==> src/pkg/exc_dispatch_pkg.sv <==
// constants for the exception dispatch check block
package exc_dispatch_pkg;
  // register byte offsets
  localparam logic [7:0] OFS_CTRL = 8'h00;
  localparam logic [7:0] OFS_FLAGS = 8'h04;
  localparam logic [7:0] OFS_EVENT = 8'h08;
  localparam logic [7:0] OFS_SEL = 8'h0C;
  localparam logic [7:0] OFS_TASK = 8'h10;
  localparam logic [7:0] OFS_STATUS = 8'h14;
  localparam logic [7:0] OFS_ERRCODE = 8'h18;
  localparam logic [7:0] OFS_SAVED = 8'h1C;
  localparam logic [7:0] OFS_LINK = 8'h20;
  // ctrl fields
  localparam int CTRL_CPL_LO = 0;
  localparam int CTRL_INTERRUPT_RETURN_INSTRUCTION = 8;
  // flag bit positions in the flags register and its saved image
  localparam int FLG_TRACE = 0;
  localparam int FLG_IE = 1;
  localparam int FLG_NEST = 2;
  localparam int FLG_RESUME = 3;
  localparam int FLG_V86 = 4;
  localparam logic [4:0] FLAGS_RST = 5'h00;
  // event fields
  localparam int EV_SRC_LO = 0;
  localparam int EV_GATE_LO = 4;
  localparam int EV_GDPL_LO = 8;
  localparam int EV_CDPL_LO = 10;
  localparam int EV_HAS_ERR = 12;
  localparam int EV_GATE32 = 13;
  localparam int EV_TSS_BUSY = 14;
  localparam int EV_SEG_REL = 15;
  localparam int EV_NULL_REF = 16;
  localparam int EV_LOCAL = 17;
  localparam int EV_IDT_REF = 18;
  localparam int EV_VEC_LO = 24;
  // status bits
  localparam int STS_DONE = 0;
  localparam int STS_BUSY = 1;
  localparam int STS_GP = 2;
  localparam int STS_TASK = 3;
  localparam int STS_ERRPUSH = 4;
  localparam int STS_ERR32 = 5;
  // event sources
  typedef enum logic [2:0] {
    SRC_SW_INT = 3'h0,
    SRC_BRKPT = 3'h1,
    SRC_OVFL = 3'h2,
    SRC_MASKABLE_PIN = 3'h3,
    SRC_LOCAL_PINS = 3'h4,
    SRC_CPU_EXC = 3'h5
  } src_t;
  // gate kinds
  typedef enum logic [1:0] {
    GATE_INT = 2'h0,
    GATE_TRAP = 2'h1,
    GATE_TASK = 2'h2
  } gate_t;
  // dispatch sequencer
  typedef enum logic [2:0] {
    ST_IDLE = 3'b000,
    ST_CHECK = 3'b001,
    ST_SAVE = 3'b010,
    ST_ENTER = 3'b011,
    ST_TASK = 3'b100
  } state_t;
endpackage : exc_dispatch_pkg

==> src/core/exc_dispatch.sv <==
// exception dispatch checks, flag handling, task dispatch and error code build
// Function
// - fault when handler code segment is less privileged than current level.
// - no requested-level check on implicit handler calls.
// - gate privilege checked only for vector call, breakpoint, overflow instructions.
// - software gate entry allowed only when current level <= gate level; the code skips this check for task gates.
// - hardware interrupts and cpu exceptions ignore gate privilege level.
// - interrupt or trap gate entry clears trace flag after flags saved.
// - handler entry clears v86, resume, nested flags after saving them.
// - interrupt return restores trace, v86, resume, nested from saved image.
// - interrupt gate entry clears interrupt-enable flag.
// - interrupt return restores interrupt-enable from saved image.
// - trap gate entry leaves interrupt-enable unchanged.
// - task gate vector performs a task switch, not a call.
// - task dispatch writes interrupted task link into handler task state.
// - task dispatch copies any error code to new task stack.
// - fault when dispatching to a handler task marked busy.
// - segment-related exceptions push an error code, procedure or task.
// - error bit 0 set when an outside event caused the exception.
// - error bit 1 set for interrupt table reference, clear otherwise.
// - error bit 2 selects local table, only meaningful with bit 1 clear.
// - null error code when not segment related or null descriptor.
// - error code word or doubleword by gate size, upper half zero, not popped.
// - no error code for pin-delivered events or vector call instruction.
//
// Implementation choices: the placing of the registers and the Avalon-MM interface to the registers.
`timescale 1ns/1ps
module exc_dispatch
  import exc_dispatch_pkg::*;
(
  input wire logic I_CLK_SYS, // 100 MHz core clock
  input wire logic I_NRST, // synchronous reset, active low
  input wire logic [7:0] I_ADDRESS, // avalon byte address
  input wire logic I_READ, // avalon read request
  input wire logic I_WRITE, // avalon write request
  input wire logic [31:0] I_WRITEDATA, // avalon write data
  input wire logic [3:0] I_BYTEENABLE, // avalon byte enables
  output logic [31:0] O_READDATA, // avalon read data
  output logic O_WAITREQUEST, // avalon wait request
  output logic O_GP_FAULT, // one-cycle pulse on protection fault
  output logic O_TASK_SWITCH, // one-cycle pulse on task dispatch
  output logic O_IE_FLAG // live interrupt-enable flag
);

  // merge write data into a register under byte enables
  function automatic logic [31:0] be_merge(input logic [31:0] old_v, input logic [31:0] new_v,
                                           input logic [3:0] be);
    logic [31:0] res;
    res = old_v;
    for (int b = 0; b < 4; b++) begin
      if (be[b]) begin
        res[b*8 +: 8] = new_v[b*8 +: 8];
      end
    end
    return res;
  endfunction : be_merge

  // build a selector-style error code; null wipes the whole lower word
  function automatic logic [31:0] err_fn(input logic outside_event_bit, input logic interrupt_descriptor_table, input logic loc,
                                         input logic [12:0] idx, input logic is_null);
    logic [31:0] res;
    res = 32'h0000_0000;
    if (!is_null) begin
      res[0] = outside_event_bit;
      res[1] = interrupt_descriptor_table;
      // local table select only without table bit
      res[2] = interrupt_descriptor_table ? 1'b0 : loc;
      res[15:3] = idx;
    end
    return res;
  endfunction : err_fn

  logic wait_r;
  logic [31:0] rdata_r;
  logic [1:0] cpl_r;
  logic [4:0] flags_r;
  logic [4:0] saved_r;
  logic [31:0] event_r;
  logic [12:0] sel_idx_r;
  logic [15:0] cur_task_r;
  logic [15:0] hdl_task_r;
  logic [15:0] link_r;
  logic [31:0] err_r;
  logic [5:0] status_r;
  logic gp_r;
  logic ts_r;
  state_t state_r;

  // bus handshake terms
  logic acc_take;
  logic wr_do;
  logic rd_take;
  logic wr_event;
  logic wr_interrupt_return_instruction;
  assign acc_take = (I_READ | I_WRITE) & wait_r;
  assign wr_do = I_WRITE & ~wait_r;
  assign rd_take = I_READ & wait_r;
  assign wr_event = wr_do & (I_ADDRESS == OFS_EVENT) & (state_r == ST_IDLE);
  assign wr_interrupt_return_instruction = wr_do & (I_ADDRESS == OFS_CTRL) & I_BYTEENABLE[1] & I_WRITEDATA[CTRL_INTERRUPT_RETURN_INSTRUCTION];

  // accepted writes aimed at each writable register
  logic hit_ctrl;
  logic hit_flags;
  logic hit_sel;
  logic hit_task;
  logic hit_saved;
  assign hit_ctrl = wr_do & (I_ADDRESS == OFS_CTRL);
  assign hit_flags = wr_do & (I_ADDRESS == OFS_FLAGS);
  assign hit_sel = wr_do & (I_ADDRESS == OFS_SEL);
  assign hit_task = wr_do & (I_ADDRESS == OFS_TASK);
  assign hit_saved = wr_do & (I_ADDRESS == OFS_SAVED);

  // byte-lane merges, one per register; narrow fields are sliced from these
  // nets because a function result cannot be part-selected directly
  logic [31:0] mrg_ctrl;
  logic [31:0] mrg_flags;
  logic [31:0] mrg_sel;
  logic [31:0] mrg_task;
  logic [31:0] mrg_saved;
  assign mrg_ctrl = be_merge({30'h0000_0000, cpl_r}, I_WRITEDATA, I_BYTEENABLE);
  assign mrg_flags = be_merge({27'h0000_000, flags_r}, I_WRITEDATA, I_BYTEENABLE);
  assign mrg_sel = be_merge({19'h0_0000, sel_idx_r}, I_WRITEDATA, I_BYTEENABLE);
  assign mrg_task = be_merge({hdl_task_r, cur_task_r}, I_WRITEDATA, I_BYTEENABLE);
  assign mrg_saved = be_merge({27'h0000_000, saved_r}, I_WRITEDATA, I_BYTEENABLE);

  // decoded event fields
  src_t ev_src;
  gate_t ev_gate;
  logic [1:0] ev_gdpl;
  logic [1:0] ev_cdpl;
  logic [7:0] ev_vec;
  logic ev_sw;
  logic ev_no_err;
  assign ev_src = src_t'(event_r[EV_SRC_LO +: 3]);
  assign ev_gate = gate_t'(event_r[EV_GATE_LO +: 2]);
  assign ev_gdpl = event_r[EV_GDPL_LO +: 2];
  assign ev_cdpl = event_r[EV_CDPL_LO +: 2];
  assign ev_vec = event_r[EV_VEC_LO +: 8];
  // only the three instruction sources count as software
  assign ev_sw = (ev_src == SRC_SW_INT) | (ev_src == SRC_BRKPT) | (ev_src == SRC_OVFL);
  // pin events and vector calls never carry a code
  assign ev_no_err = (ev_src == SRC_MASKABLE_PIN) | (ev_src == SRC_LOCAL_PINS)
                   | (ev_src == SRC_SW_INT);

  // protection checks; no requested-level input exists at all
  // no requested-level check
  logic is_task;
  logic flt_code;
  logic flt_gate;
  logic flt_busy;
  assign is_task = (ev_gate == GATE_TASK);
  // handler code must be at least as privileged as current level
  assign flt_code = ~is_task & (ev_cdpl > cpl_r);
  // software entry through an interrupt or trap gate needs current level <= gate level
  // hardware sources skip the gate level entirely
  assign flt_gate = ~is_task & ev_sw & (cpl_r > ev_gdpl);
  assign flt_busy = is_task & event_r[EV_TSS_BUSY];
  // any protection fault ends the dispatch in the check state
  logic flt_any;
  assign flt_any = flt_code | flt_gate | flt_busy;

  // protection fault code: gate faults name the vector in the interrupt table
  logic [31:0] gp_code;
  logic [31:0] ev_code;
  always_comb begin
    if (flt_gate) begin
      gp_code = err_fn(~ev_sw, 1'b1, 1'b0, {5'h00, ev_vec}, 1'b0);
    end else if (flt_code) begin
      gp_code = err_fn(~ev_sw, 1'b0, event_r[EV_LOCAL], sel_idx_r, 1'b0);
    end else begin
      gp_code = err_fn(~ev_sw, 1'b0, hdl_task_r[2], hdl_task_r[15:3], 1'b0);
    end
  end
  // null code when not segment related or null descriptor referenced
  assign ev_code = err_fn(~ev_sw, event_r[EV_IDT_REF], event_r[EV_LOCAL], sel_idx_r,
                          ~event_r[EV_SEG_REL] | event_r[EV_NULL_REF]);

  // avalon wait: one wait cycle per access, then release
  always_ff @(posedge I_CLK_SYS) begin
    if (!I_NRST) begin
      wait_r <= 1'b1;
    end else begin
      wait_r <= ~acc_take;
    end
  end

  // read data latched as the access is taken, stable in the release cycle
  always_ff @(posedge I_CLK_SYS) begin
    if (!I_NRST) begin
      rdata_r <= 32'h0000_0000;
    end else if (rd_take) begin
      case (I_ADDRESS)
        OFS_CTRL: rdata_r <= {30'h0000_0000, cpl_r};
        OFS_FLAGS: rdata_r <= {27'h0000_000, flags_r};
        OFS_EVENT: rdata_r <= event_r;
        OFS_SEL: rdata_r <= {19'h0_0000, sel_idx_r};
        OFS_TASK: rdata_r <= {hdl_task_r, cur_task_r};
        OFS_STATUS: rdata_r <= {26'h000_0000, status_r};
        OFS_ERRCODE: rdata_r <= err_r;
        OFS_SAVED: rdata_r <= {27'h0000_000, saved_r};
        OFS_LINK: rdata_r <= {16'h0000, link_r};
        default: rdata_r <= 32'h0000_0000; // unmapped reads as zero
      endcase
    end
  end

  // software-owned setup registers
  always_ff @(posedge I_CLK_SYS) begin
    if (!I_NRST) begin
      cpl_r <= 2'h0;
      event_r <= 32'h0000_0000;
      sel_idx_r <= 13'h0000;
      hdl_task_r <= 16'h0000;
    end else begin
      if (hit_ctrl) begin
        cpl_r <= mrg_ctrl[1:0];
      end
      // event is frozen while a dispatch runs
      if (wr_event) begin
        event_r <= be_merge(event_r, I_WRITEDATA, I_BYTEENABLE);
      end
      if (hit_sel) begin
        sel_idx_r <= mrg_sel[12:0];
      end
      if (hit_task) begin
        hdl_task_r <= mrg_task[31:16];
      end
    end
  end

  // dispatch sequencer; saving and clearing sit in separate states
  always_ff @(posedge I_CLK_SYS) begin
    if (!I_NRST) begin
      state_r <= ST_IDLE;
    end else begin
      case (state_r)
        ST_IDLE: begin
          if (wr_event) begin
            state_r <= ST_CHECK;
          end
        end
        ST_CHECK: begin
          if (flt_any) begin
            state_r <= ST_IDLE;
          // task gate goes to a switch, not a call
          end else if (is_task) begin
            state_r <= ST_TASK;
          end else begin
            state_r <= ST_SAVE;
          end
        end
        ST_SAVE: state_r <= ST_ENTER;
        ST_ENTER: state_r <= ST_IDLE;
        ST_TASK: state_r <= ST_IDLE;
        default: state_r <= ST_IDLE;
      endcase
    end
  end

  // stacked flags image: captured before any flag is cleared, software may edit it
  always_ff @(posedge I_CLK_SYS) begin
    if (!I_NRST) begin
      saved_r <= FLAGS_RST;
    end else if (state_r == ST_SAVE) begin
      saved_r <= flags_r;
    end else if (hit_saved) begin
      saved_r <= mrg_saved[4:0];
    end
  end

  // live flags: entry clears win over a same-cycle software write
  always_ff @(posedge I_CLK_SYS) begin
    if (!I_NRST) begin
      flags_r <= FLAGS_RST;
    end else if (state_r == ST_ENTER) begin
      // trace cleared only after save state
      flags_r[FLG_TRACE] <= 1'b0;
      // v86, resume, nested cleared after save
      flags_r[FLG_V86] <= 1'b0;
      flags_r[FLG_RESUME] <= 1'b0;
      flags_r[FLG_NEST] <= 1'b0;
      // trap gate keeps the enable as it was
      if (ev_gate == GATE_INT) begin
        flags_r[FLG_IE] <= 1'b0;
      end
    end else if (wr_interrupt_return_instruction) begin
      // return restores the five flags from the image
      flags_r[FLG_TRACE] <= saved_r[FLG_TRACE];
      flags_r[FLG_V86] <= saved_r[FLG_V86];
      flags_r[FLG_RESUME] <= saved_r[FLG_RESUME];
      flags_r[FLG_NEST] <= saved_r[FLG_NEST];
      flags_r[FLG_IE] <= saved_r[FLG_IE];
    end else if (hit_flags) begin
      flags_r <= mrg_flags[4:0];
    end
  end

  // task state: link back to interrupted task, handler becomes current
  always_ff @(posedge I_CLK_SYS) begin
    if (!I_NRST) begin
      cur_task_r <= 16'h0000;
      link_r <= 16'h0000;
    end else if (state_r == ST_TASK) begin
      link_r <= cur_task_r;
      cur_task_r <= hdl_task_r;
    end else if (hit_task) begin
      cur_task_r <= mrg_task[15:0];
    end
  end

  // error code and status; a return leaves the code alone, it is never popped
  always_ff @(posedge I_CLK_SYS) begin
    if (!I_NRST) begin
      err_r <= 32'h0000_0000;
      status_r <= 6'h00;
    end else if (wr_event) begin
      status_r <= 6'h02; // busy, previous outcome dropped
      err_r <= 32'h0000_0000;
    end else if (state_r == ST_CHECK) begin
      if (flt_any) begin
        // protection fault reported with its selector code
        status_r <= {event_r[EV_GATE32], 1'b1, 1'b0, 1'b1, 2'b01};
        err_r <= gp_code;
      end else if (event_r[EV_HAS_ERR] && !ev_no_err) begin
        // segment code pushed for procedure or task alike
        // task dispatch carries the same code to the new stack
        // size follows gate, upper half kept zero
        status_r[STS_ERRPUSH] <= 1'b1;
        status_r[STS_ERR32] <= event_r[EV_GATE32];
        err_r <= ev_code;
      end
    end else if (state_r == ST_TASK) begin
      status_r[STS_TASK] <= 1'b1;
      status_r[STS_BUSY] <= 1'b0;
      status_r[STS_DONE] <= 1'b1;
    end else if (state_r == ST_ENTER) begin
      status_r[STS_BUSY] <= 1'b0;
      status_r[STS_DONE] <= 1'b1;
    end
  end

  // outcome pulses for the surrounding core
  always_ff @(posedge I_CLK_SYS) begin
    if (!I_NRST) begin
      gp_r <= 1'b0;
      ts_r <= 1'b0;
    end else begin
      gp_r <= (state_r == ST_CHECK) & flt_any;
      ts_r <= (state_r == ST_TASK);
    end
  end

  assign O_WAITREQUEST = wait_r;
  assign O_READDATA = rdata_r;
  assign O_GP_FAULT = gp_r;
  assign O_TASK_SWITCH = ts_r;
  assign O_IE_FLAG = flags_r[FLG_IE];

endmodule : exc_dispatch

==> config.mk <==
export PLATFORM = sky130hd
export DESIGN_NAME = exc_dispatch
export DESIGN_NICKNAME = d
export VERILOG_FILES = /design/src/pkg/exc_dispatch_pkg.sv /design/src/core/exc_dispatch.sv
export SDC_FILE = /design/constraint.sdc
export NUM_CORES = 1
export LEC_CHECK = 0
export BUFFER_PORTS_ARGS = -buffer_cell sky130_fd_sc_hd__buf_2
export CAP_MARGIN = 20
export CORE_MARGIN = 2
export CORE_UTILIZATION = 28
export CTS_CLUSTER_DIAMETER = 30
export DETAILED_ROUTE_END_ITERATION = 7
export PLACE_DENSITY = 0.41
export SLEW_MARGIN = 20
export SYNTH_ARGS = -nofsm -noshare
export SYNTH_HDL_FRONTEND = slang
export SYNTH_SLANG_ARGS = --single-unit
==> constraint.sdc <==
create_clock -name I_CLK_SYS -period 2.3 [get_ports I_CLK_SYS]
set_clock_uncertainty 0.05 [all_clocks]
set_input_delay 0.115 -clock I_CLK_SYS [delete_from_list [all_inputs] [get_ports I_CLK_SYS]]
set_output_delay 0.115 -clock I_CLK_SYS [all_outputs]
set_load 0.005 [all_outputs]
==> metrics list <==
- Placeable core region: 27,100 µm²
- After synthesis, the share of cell area in mux cells is 8.60%.
* Number of buffers created by CTS: 17
- Min Clock Period, post-route: roughly 2.1 ns
- Summing the sequential cell areas from Yosys gives 42.5% of the chip area.
- Leaving out fill and tap cells, the most frequent cells in the layout are 170 x sky130_fd_sc_hd__nand2_1, 165 x sky130_fd_sc_hd__dfxtp_1, 82 x sky130_fd_sc_hd__buf_2, 59 x sky130_fd_sc_hd__nand3_1, 51 x sky130_fd_sc_hd__mux2i_1.
* Net count of the mapped netlist: 936
- For this design the ratio of total power to cell area is around 630 nW/µm².
- Wire length of the first global-routing pass: between 40 and 50 mm
* Final-layout setup total negative slack: 0 ns
- Flip-flop and latch count after synthesis: 165
* Count of cells along the worst register-to-register path: 9
- Most common library cell in the layout ignoring fill and taps: sky130_fd_sc_hd__nand2_1
- The die is 171 µm wide.
- The worst register-to-register path ends at err_r[12].
- Share of async-settable or async-resettable flops after synthesis: 0%
- The later pin in the worst-skew pair is clocked with a latency of between 0.4 and 0.5 ns.
* Cell area after synthesis: 7770 µm²
- Post-route DRC violation count: 0
- The average instance in the mapped netlist occupies between 8 and 9 µm².
- Worst Max-Slew Pin Slew: slightly below 0.6 ns
* Ratio of final minimum period to clock period: between 90% and 100%
- Summed over all layers, the routed wires come to 28.4 mm.
- Arr. time, crit path: 2.44 ns
- Along the worst hold path, the cell count comes to 3.
* Required @ worst endpoint: 2.62 ns
* Run status: completed
- Buffers from clock root to sink, at most: 2
- Setup repair after global routing left no endpoint under its margin.
* Layout Area Growth over Synthesis: 25.0%
* Critical path's most frequent cell: sky130_fd_sc_hd__buf_4
- Worst Hold Margin: 0.0113 ns
* Root cell of the clock tree: sky130_fd_sc_hd__clkbuf_16
- The routed layout has 7,000 vias.
- After detailed routing, the number of vias per cell comes to between 5 and 6.
* Standard cell with the maximum stage delay on the critical path: sky130_fd_sc_hd__dfxtp_1
- Pin count of the biggest net entering global routing: 67
- Headroom to the max-slew limit came out at 60.3%.
- Prior to clock tree synthesis, the placed netlist has a worst setup slack of about 0.09 ns.
- Area taken by flip-flops and latches: 3300 µm²
- The worst setup path is captured at a register.
* Diode count: 0
* Xor/xnor share of the synthesized area: 0%
- Fraction of layout cells with a size suffix above 1: 18.6%
- WP buf/inv: 3
* Weighted congestion at the end of routability-driven global placement: 0.900
* Beginning of the worst hold path: I_WRITEDATA[2]
- After clock tree synthesis, the clock-pin slew on the worst setup and hold paths is ~0.07 ns.
- The number of setup buffers added after CTS is 0.
- Detailed placement ended at an HPWL of 20.9 mm.
- Grouping stages by cell kind, the critical path spends the most delay in compound AO/OA/AOI/OAI gates.
- Of the total synthesized cell area, the portion taken by full adders, half adders and majority gates is less than 1%.
- For this configuration, the core starts out at a cell density of 28.7%.
* Delay contributed by the slowest stage of the critical path: 0.33 ns
* Leakage power: between 3 and 4 nW
- TritonCTS Sinks: 165
- For this run, the share of the core covered by cells in the final layout is between 30% and 40%.
- Overall global routing resource usage: 19.9%
- After synthesis, the largest family of logic cells by area is simple AND/OR/NAND/NOR gates.
* Final number of max-transition violations: 0
- Highest attainable clock frequency: approximately 0.47 GHz
- After technology mapping, the gate count stands at 884.
- The H-tree generated during clock tree synthesis spans 4 levels.
* Cell-by-cell listing of the critical path: inv_1 > ha_1 > nor2b_1 > o2111ai_1 > buf_4 > a21boi_0 > buf_4 > a22oi_1 > a21oi_1
- In this run the vertical extent of the chip is 171 µm.
* Setup Viol. Count Final: 0
- Initial detailed-routing violation count: 589
* Count of pins on the block boundary: 84
* Remaining Overflow, GRT: 0
* Warnings from Yosys: 0
- IR analysis of the VDD net gives a maximum drop of 455 µV.
* Row count: 60
* TritonCTS clock tree: built
- Count of nets after finishing: 1,053
- Number of antenna-violating nets in the routed design: 0
- Flip-flop cell with the highest count after synthesis: sky130_fd_sc_hd__dfxtp_1
* Synth Area in Compound Gates: between 20% and 30%
- The critical path is of the register to register type.
- The number of global-route vias before repair is around 6,700.
* Crit Path Max Fanout: 22
- Source of the worst register-to-register timing path: event_r[9]
* Post-route setup slack: 0.176 ns
- After synthesis, the netlist uses 60 different library cells.
* Tightest Hold Check Type: input port to register
- Port buffering added 83 buffers.
- Summing all multi-input logic gate instances after layout gives between 4000 and 5000 µm².
- Element type at the critical path start: register
- Hold violation total from the final report: 0
- Detail-routed net length per standard cell: 20.5 µm
- Count of max-cap constraint violations: 0
- The initial antenna violation count is 0.
- After Yosys synthesis, and, or, nand and nor cells account for 22.6% of the synthesized area.
* R2r setup slk: 0.18 ns
* Number of synthesized flops with an enable pin: 0
* Fill cell count: around 2,900
- The worst hold path terminates at event_r[2].
- The pre-antenna-repair detailed-routing pass consisted of 6 iterations.
- Die Footprint: 29,100 µm²
-- cell type report --
cell class,instances,area share [%]
multi-input cells,653,43.1
flip-flops and latches,165,34.0
repair buffers,156,11.6
well taps,372,4.79
clock buffers,17,4.38
clock inverters,15,1.74
inverters,8,0.309
-- cell usage after synthesis, drive strengths merged (3+ instances only) --
master / count / area [µm²]
a222oi: 7 / 70.1
nor4: 3 / 40.0
a21o: 8 / 60.1
nand4: 3 / 25.0
nand2: 171 / 644
mux2i: 51 / 510
a21boi: 50 / 375
nand3: 61 / 330
o211a: 21 / 210
buf: 18 / 101
and2: 24 / 150
mux2: 14 / 158
dfxtp: 165 / 3300
o211ai: 5 / 37.5
o21ai: 40 / 208
o22ai: 22 / 138
clkbuf: 40 / 151
nor4b: 3 / 62.6
nor2: 13 / 48.8
nor2b: 48 / 300
nor3: 7 / 51.3
inv: 8 / 30.0
a21oi: 20 / 100
o2bb2ai: 3 / 26.3
o21a: 3 / 22.5
a22oi: 34 / 255
ha: 4 / 50.1
and3: 6 / 37.5
a211oi: 6 / 45.0
-- logic make-up after synthesis --
logic type / Yosys count
buffers and inverters: 66
adders and majority gates: 4
muxes: 65
DFF: 165
and+or+nand+nor: 348
AOI/OAI and AO/OA: 236
-- layer usage --
layer	part of all wire [%]	global-route usage, %	up-vias
met4	1.8	5.24	0
met3	4.0	3.26	24
met1	50	28.8	3387
met5	0	0	-
li1	-	-	3407
met2	45	30.6	182
-- per-stage QoR --
stage	std cells	total power [mW]	instance area, µm²
after CTS	1386	6.22	9710
after floorplan	884	3.05	7770
final	1386	6.14	9710
after detailed placement	1324	3.20	8820
after global placement	1324	3.20	8820
after global routing	1386	6.36	9710
-- worst max path at each step --
stage	slack, ns	from	endpoint	cells past startpoint
2_1_floorplan	0.40	event_r[9]	err_r[0]	8
3_3_place_gp	0.21	event_r[9]	status_r[1]	8
3_5_place_dp	0.09	cpl_r[0]	status_r[1]	8
4_1_cts	0.08	cpl_r[0]	status_r[1]	8
5_1_grt	0.04	event_r[9]	err_r[12]	9
6_report	0.18	event_r[9]	err_r[12]	9
-- registers in the layout, indices dropped and copies added, names as in the netlist --
| signal | cells |
|---|---|
| err_r | 16 |
| link_r | 16 |
| event_r | 32 |
| O_TASK_SWITCH | 1 |
| O_GP_FAULT | 1 |
| flags_r | 5 |
| saved_r | 5 |
| cur_task_r | 16 |
| hdl_task_r | 16 |
| O_WAITREQUEST | 1 |
| state_r | 3 |
| sel_idx_r | 13 |
| cpl_r | 2 |
| status_r | 6 |
| O_READDATA | 32 |
-- worst register-to-register path: cells and delay by family (launching register included) --
family	cells	cell delay (ns)
AO/OA/AOI/OAI	4	0.75
buffers and inverters	3	0.53
flip-flops	1	0.33
adder cells (fa/ha/maj)	1	0.28
AND/OR/NAND/NOR	1	0.13
-- report_power, final --
part | total (mW) | internal, mW | switching (mW)
sequential | 2.86 | 2.86 | 0.00171
combinational | 0.313 | 0.127 | 0.186
clock | 2.97 | 1.63 | 1.33
-- timing repair --
item	4_1_cts	5_1_grt
gates resized for setup	0	1
setup endpoints to repair	0	2
endpoints found under the hold margin	53	0
hold buffers	30	0
No activity file was read; power rests on OpenSTA's default activity.
